===== src/spectral_threshold_pkg.sv =====
// package: register map, field layout and reset values of the threshold bank
package spectral_threshold_pkg;

    // ----------------------------------------------------------------
    // bus geometry
    // ----------------------------------------------------------------
    localparam int ADDR_W = 12;
    localparam int DATA_W = 32;
    localparam int BYTE_W = 8;
    localparam int THR_W  = 16;
    localparam int PERS_W = 4;

    // ----------------------------------------------------------------
    // register indices; byte address is four times the index
    // ----------------------------------------------------------------
    localparam logic [7:0] IDX_LOW_LSB  = 8'h84;
    localparam logic [7:0] IDX_LOW_MSB  = 8'h85;
    localparam logic [7:0] IDX_HIGH_LSB = 8'h86;
    localparam logic [7:0] IDX_HIGH_MSB = 8'h87;
    localparam logic [7:0] IDX_STATUS   = 8'h93;
    localparam logic [7:0] IDX_PERSIST  = 8'hbd;
    localparam logic [7:0] IDX_ENABLE   = 8'hf9;

    // ----------------------------------------------------------------
    // field positions and reset values
    // ----------------------------------------------------------------
    localparam int FLAG_BIT = 3;
    localparam int EN_BIT   = 3;
    localparam logic [7:0]        THR_BYTE_RST = 8'h00;
    localparam logic [PERS_W-1:0] PERS_RST     = 4'h0;
    localparam logic              EN_RST       = 1'b0;

    typedef enum logic [1:0]
    {
        PH_IDLE = 2'b01,
        PH_RESP = 2'b10
    } apb_phase_t;

    function automatic logic [ADDR_W-1:0] byte_addr(input logic [7:0] idx);
        return {2'b00, idx, 2'b00};
    endfunction

endpackage


===== src/threshold_if.sv =====
// interface: byte writes and readback between bus slave and threshold pair
`timescale 1ns/1ps
interface threshold_if;
    logic        wrLsb;
    logic        wrMsb;
    logic [7:0]  wrData;
    logic [7:0]  lsbValue;
    logic [7:0]  msbValue;
    logic [15:0] active;

    modport ctrl
    (
        output wrLsb,
        output wrMsb,
        output wrData,
        input  lsbValue,
        input  msbValue,
        input  active
    );

    modport pair
    (
        input  wrLsb,
        input  wrMsb,
        input  wrData,
        output lsbValue,
        output msbValue,
        output active
    );
endinterface


===== src/threshold_pair.sv =====
// module: one 16-bit threshold built from a latched low byte and a high byte
`timescale 1ns/1ps
module threshold_pair
(
    input wire logic   sys_clk, // system clock
    input wire logic   reset,   // synchronous reset, active high
    threshold_if.pair  bus      // byte writes and threshold out
);
    typedef struct packed
    {
        logic [7:0]  lsb;
        logic [7:0]  msb;
        logic [15:0] active;
    } pair_state_t;

    localparam pair_state_t PAIR_RST = '{
        lsb:    spectral_threshold_pkg::THR_BYTE_RST,
        msb:    spectral_threshold_pkg::THR_BYTE_RST,
        active: {spectral_threshold_pkg::THR_BYTE_RST,
                 spectral_threshold_pkg::THR_BYTE_RST}
    };

    pair_state_t q;
    pair_state_t d;

    // ----------------------------------------------------------------
    // holding latch and atomic update
    // ----------------------------------------------------------------
    always_comb
    begin
        d = q;
        if (bus.wrLsb)
        begin
            d.lsb = bus.wrData;
        end
        if (bus.wrMsb)
        begin
            d.msb    = bus.wrData;
            // both halves land together, never a torn value
            d.active = {bus.wrData, q.lsb};
        end
    end

    always_ff @(posedge sys_clk)
    begin
        if (reset)
        begin
            q <= PAIR_RST;
        end
        else
        begin
            q <= d;
        end
    end

    assign bus.lsbValue = q.lsb;
    assign bus.msbValue = q.msb;
    assign bus.active   = q.active;
endmodule


===== src/persistence_filter.sv =====
// module: consecutive out-of-window counter that fires the spectral event
`timescale 1ns/1ps
module persistence_filter
#(
    parameter int CNT_W = 4                 // persistence field width
)
(
    input  wire logic             sys_clk,     // system clock
    input  wire logic             reset,       // synchronous reset
    input  wire logic             sampleValid, // new result captured
    input  wire logic             outside,     // result out of window
    input  wire logic             enable,      // interrupt enable
    input  wire logic [CNT_W-1:0] limit,       // consecutive count
    output logic                  eventPulse   // one-cycle event
);
    typedef struct packed
    {
        logic [CNT_W-1:0] cnt;
        logic             evt;
    } filt_state_t;

    filt_state_t q;
    filt_state_t d;
    logic [CNT_W-1:0] nextCnt;

    // ----------------------------------------------------------------
    // counting
    // ----------------------------------------------------------------
    always_comb
    begin
        d       = q;
        d.evt   = 1'b0;
        nextCnt = (&q.cnt) ? q.cnt : q.cnt + CNT_W'(1);
        if (sampleValid)
        begin
            if (outside)
            begin
                // saturate so a long excursion keeps firing
                d.cnt = nextCnt;
                d.evt = enable && (nextCnt >= limit);
            end
            else
            begin
                d.cnt = '0;
            end
        end
    end

    always_ff @(posedge sys_clk)
    begin
        if (reset)
        begin
            q <= '0;
        end
        else
        begin
            q <= d;
        end
    end

    assign eventPulse = q.evt;
endmodule


===== src/spectral_threshold_interrupt.sv =====
// module: spectral threshold registers, window compare and status flag
//
// The APB slave port was chosen for this implementation.
`timescale 1ns/1ps
module spectral_threshold_interrupt
(
    input  wire logic        sys_clk,           // 200 MHz clock
    input  wire logic        reset,             // sync reset, high
    input  wire logic        psel,              // apb select
    input  wire logic        penable,           // apb enable
    input  wire logic        pwrite,            // apb direction
    input  wire logic [11:0] paddr,             // apb byte address
    input  wire logic [31:0] pwdata,            // apb write data
    output logic      [31:0] prdata,            // apb read data
    output logic             pready,            // apb ready
    output logic             pslverr,           // apb error
    input  wire logic        resultValid,       // channel 0 captured
    input  wire logic [15:0] channelZeroResult, // channel 0 value
    output logic             spectralIrq        // flag and enable
);
    // ----------------------------------------------------------------
    // decode positions
    // ----------------------------------------------------------------
    localparam int SEL_LOW_LSB  = 0;
    localparam int SEL_LOW_MSB  = 1;
    localparam int SEL_HIGH_LSB = 2;
    localparam int SEL_HIGH_MSB = 3;
    localparam int SEL_STATUS   = 4;
    localparam int SEL_PERSIST  = 5;
    localparam int SEL_ENABLE   = 6;
    localparam int SEL_N        = 7;

    typedef struct packed
    {
        spectral_threshold_pkg::apb_phase_t             phase;
        logic [31:0]                                    rdata;
        logic                                           ready;
        logic                                           slverr;
        logic [spectral_threshold_pkg::PERS_W-1:0]      pers;
        logic                                           enable;
        logic                                           flag;
        logic                                           irq;
    } top_state_t;

    localparam top_state_t TOP_RST = '{
        phase:  spectral_threshold_pkg::PH_IDLE,
        rdata:  32'h0000_0000,
        ready:  1'b0,
        slverr: 1'b0,
        pers:   spectral_threshold_pkg::PERS_RST,
        enable: spectral_threshold_pkg::EN_RST,
        flag:   1'b0,
        irq:    1'b0
    };

    top_state_t       q;
    top_state_t       d;
    logic [SEL_N-1:0] sel;
    logic             setupPhase;
    logic             accessDone;
    logic             wrEn;
    logic             flagClear;
    logic             belowLow;
    logic             aboveHigh;
    logic             eventPulse;
    logic [15:0]      lowThr;
    logic [15:0]      highThr;

    threshold_if thrBus[2] ();

    // ----------------------------------------------------------------
    // address decode
    // ----------------------------------------------------------------
    function automatic logic [SEL_N-1:0] decode(input logic [11:0] a);
        logic [SEL_N-1:0] s;
        s = '0;
        if (a == spectral_threshold_pkg::byte_addr(
                     spectral_threshold_pkg::IDX_LOW_LSB))
            s[SEL_LOW_LSB] = 1'b1;
        else if (a == spectral_threshold_pkg::byte_addr(
                     spectral_threshold_pkg::IDX_LOW_MSB))
            s[SEL_LOW_MSB] = 1'b1;
        else if (a == spectral_threshold_pkg::byte_addr(
                     spectral_threshold_pkg::IDX_HIGH_LSB))
            s[SEL_HIGH_LSB] = 1'b1;
        else if (a == spectral_threshold_pkg::byte_addr(
                     spectral_threshold_pkg::IDX_HIGH_MSB))
            s[SEL_HIGH_MSB] = 1'b1;
        else if (a == spectral_threshold_pkg::byte_addr(
                     spectral_threshold_pkg::IDX_STATUS))
            s[SEL_STATUS] = 1'b1;
        else if (a == spectral_threshold_pkg::byte_addr(
                     spectral_threshold_pkg::IDX_PERSIST))
            s[SEL_PERSIST] = 1'b1;
        else if (a == spectral_threshold_pkg::byte_addr(
                     spectral_threshold_pkg::IDX_ENABLE))
            s[SEL_ENABLE] = 1'b1;
        return s;
    endfunction

    assign sel        = decode(paddr);
    assign setupPhase = psel && !penable;
    assign accessDone = psel && penable && q.ready;
    assign wrEn       = accessDone && pwrite;
    assign flagClear  = wrEn && sel[SEL_STATUS]
                        && pwdata[spectral_threshold_pkg::FLAG_BIT];

    // ----------------------------------------------------------------
    // threshold pairs: index 0 low, index 1 high
    // ----------------------------------------------------------------
    generate
        for (genvar i = 0; i < 2; i++)
        begin : g_pair
            assign thrBus[i].wrData = pwdata[7:0];
            // each pair latches its low byte the same way
            assign thrBus[i].wrLsb  = wrEn && sel[2*i];
            assign thrBus[i].wrMsb  = wrEn && sel[2*i + 1];
            threshold_pair u_pair
            (
                .sys_clk (sys_clk),
                .reset   (reset),
                .bus     (thrBus[i])
            );
        end
    endgenerate

    assign lowThr  = thrBus[0].active;
    assign highThr = thrBus[1].active;

    // ----------------------------------------------------------------
    // window compare and persistence
    // ----------------------------------------------------------------
    // strict: a result equal to a threshold is still inside
    assign belowLow  = channelZeroResult < lowThr;
    assign aboveHigh = channelZeroResult > highThr;

    persistence_filter
    #(
        .CNT_W (spectral_threshold_pkg::PERS_W)
    )
    u_filter
    (
        .sys_clk     (sys_clk),
        .reset       (reset),
        .sampleValid (resultValid),
        .outside     (belowLow || aboveHigh),
        .enable      (q.enable),
        .limit       (q.pers),
        .eventPulse  (eventPulse)
    );

    // ----------------------------------------------------------------
    // bus slave and control state
    // ----------------------------------------------------------------
    always_comb
    begin
        d        = q;
        d.ready  = 1'b0;
        d.slverr = 1'b0;
        case (q.phase)
            spectral_threshold_pkg::PH_IDLE:
            begin
                if (setupPhase)
                begin
                    // no wait state: read data is registered during the setup phase
                    d.phase  = spectral_threshold_pkg::PH_RESP;
                    d.ready  = 1'b1;
                    d.slverr = ~|sel;
                    d.rdata  = 32'h0000_0000;
                    if (sel[SEL_LOW_LSB])
                        d.rdata[7:0] = thrBus[0].lsbValue;
                    else if (sel[SEL_LOW_MSB])
                        d.rdata[7:0] = thrBus[0].msbValue;
                    else if (sel[SEL_HIGH_LSB])
                        d.rdata[7:0] = thrBus[1].lsbValue;
                    else if (sel[SEL_HIGH_MSB])
                        d.rdata[7:0] = thrBus[1].msbValue;
                    else if (sel[SEL_STATUS])
                        d.rdata[spectral_threshold_pkg::FLAG_BIT] = q.flag;
                    else if (sel[SEL_PERSIST])
                        d.rdata[spectral_threshold_pkg::PERS_W-1:0] = q.pers;
                    else if (sel[SEL_ENABLE])
                        d.rdata[spectral_threshold_pkg::EN_BIT] = q.enable;
                end
            end
            spectral_threshold_pkg::PH_RESP:
            begin
                d.phase = spectral_threshold_pkg::PH_IDLE;
            end
            default:
            begin
                d.phase = spectral_threshold_pkg::PH_IDLE;
            end
        endcase

        if (wrEn && sel[SEL_PERSIST])
        begin
            d.pers = pwdata[spectral_threshold_pkg::PERS_W-1:0];
        end
        if (wrEn && sel[SEL_ENABLE])
        begin
            d.enable = pwdata[spectral_threshold_pkg::EN_BIT];
        end

        // a new event beats a clear in the same cycle
        d.flag = (q.flag && !flagClear) || eventPulse;
        d.irq  = q.flag && q.enable;
    end

    always_ff @(posedge sys_clk)
    begin
        if (reset)
        begin
            q <= TOP_RST;
        end
        else
        begin
            q <= d;
        end
    end

    assign prdata      = q.rdata;
    assign pready      = q.ready;
    assign pslverr     = q.slverr;
    assign spectralIrq = q.irq;
endmodule


===== config.mk =====
export PLATFORM = sky130hd
export DESIGN_NAME = spectral_threshold_interrupt
export DESIGN_NICKNAME = d
export VERILOG_FILES = /design/src/spectral_threshold_pkg.sv /design/src/threshold_if.sv /design/src/threshold_pair.sv /design/src/persistence_filter.sv /design/src/spectral_threshold_interrupt.sv
export SDC_FILE = /design/constraint.sdc
export NUM_CORES = 1
export LEC_CHECK = 0
export ABC_AREA = 1
export ABC_CLOCK_PERIOD_IN_PS = 2000
export BUFFER_PORTS_ARGS = -buffer_cell sky130_fd_sc_hd__clkbuf_2
export CORE_MARGIN = 3
export CORE_UTILIZATION = 44
export DETAILED_ROUTE_END_ITERATION = 8
export GPL_TIMING_DRIVEN = 0
export MAX_ROUTING_LAYER = met4
export PLACE_DENSITY = 0.7
export SETUP_SLACK_MARGIN = 0.15
export SLEW_MARGIN = 20
export SYNTH_ARGS = -nofsm -noshare
export SYNTH_HDL_FRONTEND = slang
export SYNTH_SLANG_ARGS = --single-unit

===== constraint.sdc =====
create_clock -name sys_clk -period 2 [get_ports sys_clk]
set_input_delay 0.4 -clock sys_clk [delete_from_list [all_inputs] [get_ports sys_clk]]
set_output_delay 0.4 -clock sys_clk [all_outputs]
set_load 0.01 [all_outputs]

Yosys cells after proc, flatten, opt, wreduce, memory -nomap -nowiden. Cells that the tools add are included.

Bits in read-only memories: 0. RAM bits: 0. Memories kept: 0. Register bits: 88. Word-level logic and storage cells: 84. Output and inout port bits: 35. Latch bits: 0. Input port bits: 66.

Eq/ne operators: 8. Bitwise logic cells: 4. Multipliers: 0. Multiplexer cells: 26. Divide/modulo/power cells: 0. Shift-type cells: 0. $add $sub $neg: 1. Order comparisons: 3. Reductions and logical operators: 26.

Operators with widths (count): $eq A12 B10 Y1 const B (7); $mux W8 (3); $mux W4 (5); $gt A16 B16 Y1 (1); $lt A16 B16 Y1 (1); $logic_and A1 B1 Y1 (15); $mux W1 (11); $mux W3 (3); $reduce_or A7 Y1 (1); $mux W6 (1); $reduce_or A3 Y1 (2); $mux W5 (1); $add A4 B1 Y4 const B (1); $ge A4 B4 Y1 (1); $mux W2 (2); $not A1 Y1 (4); $reduce_and A4 Y1 (1); $logic_not A1 Y1 (3); $eq A2 B1 Y1 const B (1); $logic_or A1 B1 Y1 (2); $reduce_and A2 Y1 (1); $reduce_or A2 Y1 (1).

Depth between registers and ports, before layout. Gate-level depths: netlist of run 1.

Word-level depth: 15. Gate-level depth with buffers: 15. Mapped depth without buffers: 15.

Modules after synthesis. Synthesis of run 1 repeated with hierarchy kept, for this count alone.

Cell total of the unflattened synthesis: 704. Area total of the unflattened synthesis: 4840.9 um^2.

By module, submodules not included: spectral_threshold_interrupt (cells each 340, times used 1, sequential area each 380.4 um^2, area an instance 2361.0 um^2); threshold_pair (cells each 152, times used 2, sequential area each 480.5 um^2, area an instance 1037.2 um^2); persistence_filter (cells each 60, times used 1, sequential area each 100.1 um^2, area an instance 405.4 um^2).

Least setup slack after synthesis of run 1. No wires, ideal clock.

Path kind: reg-to-reg. From: reg u_filter.q[1] (netlist name). To: reg u_filter.q, in the netlist u_filter.eventPulse. Buffers on the path: 0. Required time: 1883 ps. Setup time: 117 ps. Path slack: -68 ps. Arrival time: 1952 ps. Stages on the path, launching flop included: 12. Period minus slack after synthesis: 2068 ps. Path through: dfxtp_1 > ha_1 > nand2_1 > inv_1 > nand2_1 > mux2_2 > ha_1 > a21boi_0 > o21a_1 > o21a_1 > o211ai_1 > nor2_1.

Longest elaborated chain between the ends: 4. Elaborated cells on any way between the ends: 5. Classes of those cells: add/sub (1); order compare (1); mux (1); reduce/logical (2).

Ends and longest elaborated chain: start: declaration (line persistence_filter.sv:22) `filt_state_t q;`; start signal: assignment (line persistence_filter.sv:53) `q <= '0;`; start signal: assignment (line persistence_filter.sv:57) `q <= d;`; $add A4 B1 Y4 / $reduce_and A4 Y1 (equally long branches) (line persistence_filter.sv:33) `nextCnt = (&q.cnt) ? q.cnt : q.cnt + CNT_W'(1);`; $mux W4 (*) (line persistence_filter.sv:33); $ge A4 B4 Y1 (*) (line persistence_filter.sv:40) `d.evt = enable && (nextCnt >= limit);`; $logic_and A1 B1 Y1 (*) (line persistence_filter.sv:40).

Every way passes the cells marked *; elsewhere a longest branch is shown, timed or not. A chain may end at the register's enable or synchronous reset.

Worst setup path after layout of run 1.
From: reg u_filter.q[2] (netlist name). To: reg u_filter.q, in the netlist u_filter.eventPulse.

Same word-level chain as after synthesis.

==> flow_summary.ini, run 1 <==
[clock_network]
cts_buffer_depth = 2
cts.hold.buffers_added = 0
cts_buffers = 9
h-tree-depth = 3
cts_tree = yes
insertion_delay_ns = 0.35
cts.sinks = 72
cts_root_buffer = clkbuf_8
path_clk_slew_ns = 0.07

[floorplan]
ios = 101
row_count = 34
die_h_microns = 103.1
fp.dieW_microns = 103.1
core_sq_um = 8934
dieArea_sq_um = 10630
initial_core_util_pct = 46.44

[place]
dp.cells = 733
port_buffers = 51
placed_area_sq_um = 4659
place_congestion = 0.9233
hpwl_microns = 8466

[worst_setup_path]
required_ns = 2.24
cp-start-kind = flip-flop
crit_chain = ha_4 > nand2_2 > inv_2 > nand2_4 > mux2_4 > ha_4 > a21boi_1 > o21a_1 > o21a_1 > o211ai_1 > nor2_1
crit_fanout = 3
cp_slowest_cell = dfxtp_4
crit_family = compound AO/OA/AOI/OAI gates
crit_buf_inv = 1
endpoint_kind = flip-flop
cpPeakStageDelay_ns = 0.36
arrival_ns = 2.21
worst-setup-path-type = flip-flop to flip-flop

[sta]
fin_skew_ns = 0.01136
max_clock_freq_mhz = 507.8
fin_crit_ns = 1.969
rsz0062_at_grt = yes
slew_headroom_pct = 64.05
finalHoldViolations = 0
worst_slew_pin_slew_ns = 0.5392
period_share_pct = 98.46
final-max-slew-violation-count = 0
setup_viol = 0

[layout]
design_area_sq_um = 4961
final_common_cell = inv_1
layout_common_cells = inv_1 (72), dfxtp_1 (70), a21oi_1 (68)
antenna_cells = 0
final_cells = 754
syn_to_final_growth_pct = 19.57
drive_above_1_share_pct = 22.91
layout.nets = 743

[routing]
drt-initial-drc-count = 182
drt.antenna.violating_nets = 0
route.detailed.drc = 0
vias = 3838
wl_microns = 10800
routed_via_density = 5.090
dr.pass1.iters = 5
wire_per_inst_microns = 14.33

[logic_synthesis]
postSynthCellCount = 551
yosys.area_share.adder_pct = 10.86
ys_seq_area_share_pct = 34.74
synth-simple-area-share_pct = 18.09
muxShareOfSynthArea_pct = 0.2714
yosysWarnings = 0
synth-seq-cells = 72
synth_xor_area_share_pct = 0.4222
synth_top_family_by_area = compound AO/OA/AOI/OAI gates
syn_avg_cell_area_sq_um = 7.530
syn_area_sq_um = 4149
synth_cell_types = 39
synth-compound-area-share_pct = 19.69

[power_and_ir_drop]
seq_power_share_pct = 48.2
power.density_nw_per_um2 = 608.7
p_comb_share_pct = 12.9
p_clk_share_pct = 38.9
ir_drop_mv = 0.3543
leakagePower_uw = 0.002240
p_int_uw = 2206
switching_power_uw = 814.5
netSwitchingFraction_pct = 26.97

[grt]
grt_pass1_wl_microns = 16830
grt_overflow_total = 0
grt_max_degree = 15
grtUsageTotal_pct = 21.27
grt_antenna_before_repair = 0
grt_pass1_vias = 3558

[outcome]
status = complete, no violations

[flow_run]
maxCapViolCount = 0

[worst_hold_path]
min_path_type = primary input to flip-flop
## worst min-delay path, stage by stage
cell,delay [ns]
clkbuf_2,0.12
o211ai_1,0.10
nor2_1,0.04
## Yosys cell counts (all sizes together)
master / count / area (sq um)
a21oi: 68 / 340.3
xor2: 2 / 17.52
nor4: 4 / 31.28
o21ai: 66 / 341.6
nand4: 6 / 52.55
nand2: 64 / 247.7
o21a: 3 / 22.52
o221ai: 1 / 8.760
nor3: 8 / 40.04
a31oi: 2 / 12.51
buf: 39 / 311.5
nand3: 19 / 100.1
inv: 80 / 305.3
conb: 1 / 3.750
a21boi: 1 / 7.510
or2: 1 / 6.260
mux2: 1 / 11.26
ha: 36 / 450.4
o211ai: 2 / 15.01
nor2: 57 / 272.8
a21o: 1 / 7.510
dfxtp: 72 / 1441
a221oi: 2 / 17.52
o22ai: 7 / 43.79
clkbuf: 8 / 40.04
## worst paths after layout
| check | from | to | slack [ns] | cells after the start |
|---|---|---|---|---|
| worst max-delay path | u_filter.q[2] | u_filter.eventPulse | 0.03 | 11 |
| worst min-delay path | resultValid | u_filter.eventPulse | 0.36 | 3 |
| worst max register to register | u_filter.q[2] | u_filter.eventPulse | 0.03 | 11 |
| worst min register to register | u_filter.eventPulse | q[1] | 0.45 | 2 |
## repair_timing
action	CTS	global route
pin swaps	2	2
gates resized for setup	6	8
endpoints found under the hold margin	0	0
setup buffers	3	2
endpoints found under the setup margin	11	16
## through the flow
stage / hold WS, ns / setup TNS (ns) / setup slack [ns] / utilization [%] / total power (uW)
6_report: 0.3599 / 0 / 0.03089 / 55.53 / 3020
5_1_grt: 0.3784 / -0.05748 / -0.05748 / 55.53 / 3156
3_3_place_gp: 0.4265 / -1.258 / -0.1522 / 52.16 / 1847
3_5_place_dp: 0.4340 / -1.760 / -0.1888 / 52.16 / 1861
4_1_cts: 0.3495 / 0 / 0.02388 / 54.94 / 3025
2_1_floorplan: 0.4161 / 0 / 0.06811 / - / 1729
## registers in the layout, indices dropped and copies added (netlist names)
name	cells
g_pair.u_pair.bus.active	32
g_pair.u_pair.bus.lsbValue	16
prdata	8
pready	1
pslverr	1
q	8
spectralIrq	1
u_filter.eventPulse	1
u_filter.q	4
## routing by layer
layer  vias up  share of wire, %  GRT usage [%]
met5         -                 0              -
met4         0               2.0          8.068
met3        20               7.2          3.721
met2       144                46          32.71
met1      1712                45          27.91
li1       1962                 -              -
## power groups by stage
stage | clock network [uW] | registers (uW) | logic (uW)
final | 1170 | 1460 | 389
after global routing | 1260 | 1460 | 439
after CTS | 1190 | 1460 | 377
after detailed placement | 0 | 1490 | 368
after global placement | 0 | 1490 | 354
after floorplan | 0 | 1490 | 238
## logic make-up (layout without fill, tap and decap cells)
kind of cell               Yosys count  after routing
AOI/OAI and AO/OA                  153            153
adders and majority gates           36             36
other                                1             24
xor gates and xnor gates             2              2
DFF                                 72             72
buffers and inverters              127            199
and+or+nand+nor                    159            159
muxes                                1              1
## final cells by class
| class | count | area (sq um) |
|---|---|---|
| multi-input combinational | 375 | 2225 |
| buffer | 47 | 351.6 |
| sequential | 72 | 1449 |
| clock buffer | 9 | 123.9 |
| clock inverter | 7 | 78.83 |
| tap | 108 | 135.1 |
| inverter | 80 | 305.3 |
| fill | 852 | 3973 |
| timing repair buffer | 56 | 292.8 |
Note: power is estimated with default switching activity, not from simulation.
==> run 2, diff against run 1 <==
ABC_AREA = default   (was 1)
CTS_BUF_LIST = sky130_fd_sc_hd__clkbuf_4   (was default)
==> run 2 against run 1 <==
  * The run now ends with negative setup slack left
  * Register-to-register slack worse by 0.17 ns
  * Non-clock buffer count up 13
  * Worst hold slack worse by 0.16 ns
  * Sequential cell count unchanged
  * Setup slack worse by 0.17 ns
  * Routed wire length up 5.6%
  * Critical endpoint is now u_filter.q[4]
  * Largest power group unchanged
  * Highest routed layer unchanged
==> flow_summary.ini, run 2 <==
[logic_synthesis]
postSynthCellCount = 508
synth-seq-cells = 72
synth.most_common_cell = nand2_1
muxShareOfSynthArea_pct = 3.430
synth-simple-area-share_pct = 22.25
synth_ff_type = dfxtp_1
synth-compound-area-share_pct = 17.09
synth_edf_count = 0
async_flop_share_pct = 0
synth_xor_area_share_pct = 0
yosysWarnings = 0
synth_top_family_by_area = simple AND/OR/NAND/NOR gates
synth_cell_types = 53
synth_top_cell_area_share_pct = 34.97
yosys.area_share.adder_pct = 10.93
synth_common_cells = nand2_1 (96), dfxtp_1 (72), a21oi_1 (56)
synth.largest_area_cell = dfxtp_1
synth_area_leaders = dfxtp_1 (35%), ha_1 (11%), nand2_1 (8.7%), a21oi_1 (6.8%), buf_4 (5.8%)
syn_area_sq_um = 4121
syn_avg_cell_area_sq_um = 8.113
ys_seq_area_share_pct = 34.97

[floorplan]
fp.dieW_microns = 102.8
core_sq_um = 8891
row_count = 34
initial_core_util_pct = 46.36
dieArea_sq_um = 10560
die_h_microns = 102.8
ios = 101

[worst_setup_path]
required_ns = 2.34
worst-setup-path-type = flip-flop to flip-flop
endpoint_kind = flip-flop
cp-start-kind = flip-flop
crit_fanout = 5
arrival_ns = 2.48

[layout]
design_area_sq_um = 5162
largest_reg_flops = 32
seqCellArea_sq_um = 1478
final_common_cell = nand2_1
multi_input_comb_area_sq_um = 2576
layout_common_cells = nand2_1 (96), a21oi_1 (54), clkbuf_2 (54)
final_cells = 721
antenna_cells = 0
fillers = 814
syn_to_final_growth_pct = 25.26
layout.nets = 710
drive_above_1_share_pct = 31.32

[outcome]
violations = negative setup slack
status = complete, but fails checks

[place]
hpwl_microns = 8866
placed_area_sq_um = 4715
dp.cells = 688
place_congestion = 0.9471
port_buffers = 49

[routing]
vias = 3949
wl_microns = 11410
dr.pass1.iters = 5
drt-initial-drc-count = 292
route.detailed.drc = 0
routed_via_density = 5.477
drt.antenna.violating_nets = 0
wire_per_inst_microns = 15.83

[power_and_ir_drop]
power.density_nw_per_um2 = 530.7
ir_drop_mv = 0.4387
leakagePower_uw = 0.002006

[clock_network]
cts_root_buffer = clkbuf_4
cts_tree = yes
cts.sinks = 72
insertion_delay_ns = 0.45
cts_buffer_depth = 2
h-tree-depth = 3
cts_buffers = 9
path_clk_slew_ns = 0.14

[worst_hold_path]
min_path_type = primary input to flip-flop

[grt]
grt_antenna_before_repair = 0
use_met2_pct = 37.69
grt_max_degree = 16
groute.layer.met1.usage_pct = 28.01
grt_overflow_total = 0
busiest_layer = met2
grt_use_met3_pct = 5.345
grtUsageTotal_pct = 22.89
grt_pass1_vias = 3706
grt_pass1_wl_microns = 18000

[sta]
rsz0062_at_grt = yes
setup_viol = 4
final-max-slew-violation-count = 0
setup_tns_ns = -0.3664
worst_slew_pin_slew_ns = 0.6000
max_clock_freq_mhz = 467.0
fin_skew_ns = 0.01842
period_share_pct = 107.1
fin_crit_ns = 2.141
finalHoldViolations = 0
slew_headroom_pct = 60.00
worst_slack_ns = -0.1413

[flow_run]
maxCapViolCount = 0
[run 2: changes by cell type in the layout (fill, tap and decap cells not counted), sizes merged, moves of 11 or more]
cell	change
a21oi	-12
inv	-38
mux2i	+13
nand2	+32
nand3	-11
nor2	-24
o21ai	-52
[run 2: worst max-delay path: stages (launching register included)]
cell and delay [ns]:
dfxtp_4 0.40, inv_4 0.04, ha_4 0.23, nand4_1 0.19, nor2_1 0.07, a221o_1 0.36, o221a_4 0.33, or2_4 0.24
a41o_1 0.18
[run 2: timing repair]
action,4_1_cts,5_1_grt
endpoints found under the setup margin,23,35
setup buffers,15,2
pin swaps,12,7
hold buffers,0,0
resized for setup,47,15
[run 2: power breakdown]
group / switching, uW / internal [uW] / total [uW]
Clock: 590 / 277 / 867
Combinational: 227 / 187 / 414
Sequential: 11.9 / 1450 / 1460
[run 2: final cells by class]
class | count | share of cell area (%)
Multi-Input combinational cell | 369 | 49.90
Buffer | 50 | 6.180
Sequential cell | 72 | 28.62
Clock buffer | 9 | 1.309
Timing Repair Buffer | 66 | 7.223
Clock inverter | 7 | 1.188
Inverter | 40 | 2.957
Tap cell | 108 | 2.618
[run 2: metal layers]
layer | up-vias | share of wire (%)
li1 | 1923 | -
met1 | 1844 | 41
met2 | 146 | 49
met3 | 36 | 7.1
met4 | 0 | 3.3
met5 | - | 0
[run 2: final timing paths]
check | from | endpoint | slack, ns | cells past startpoint
max | g_pair[1].u_pair.bus.active[12] | u_filter.q[4] | -0.14 | 8
min | pwdata[4] | g_pair[1].u_pair.bus.active[12] | 0.20 | 3
max reg2reg | g_pair[1].u_pair.bus.active[12] | u_filter.q[4] | -0.14 | 8
min reg2reg | g_pair[0].u_pair.bus.active[5] | g_pair[0].u_pair.bus.active[5] | 0.47 | 2
[run 2: kinds of logic after synthesis]
logic type / Yosys count
AO/OA/AOI/OAI: 113
adder cells (fa/ha/maj): 36
buffers and inverters: 90
flip-flops: 72
multiplexers: 14
other: 1
AND/OR/NAND/NOR: 182
[run 2: through the flow]
stage | hold WS, ns | worst slack [ns] | total power, uW | utilization, %
2_1_floorplan | 0.4130 | 0.06130 | 1735 | -
3_5_place_dp | 0.4503 | -0.4163 | 1875 | 53.03
5_1_grt | 0.1876 | -0.2480 | 2862 | 58.06
6_report | 0.1986 | -0.1413 | 2739 | 58.06
4_1_cts | 0.2043 | -0.07384 | 2733 | 57.43
3_3_place_gp | 0.4333 | -0.3849 | 1865 | 53.03
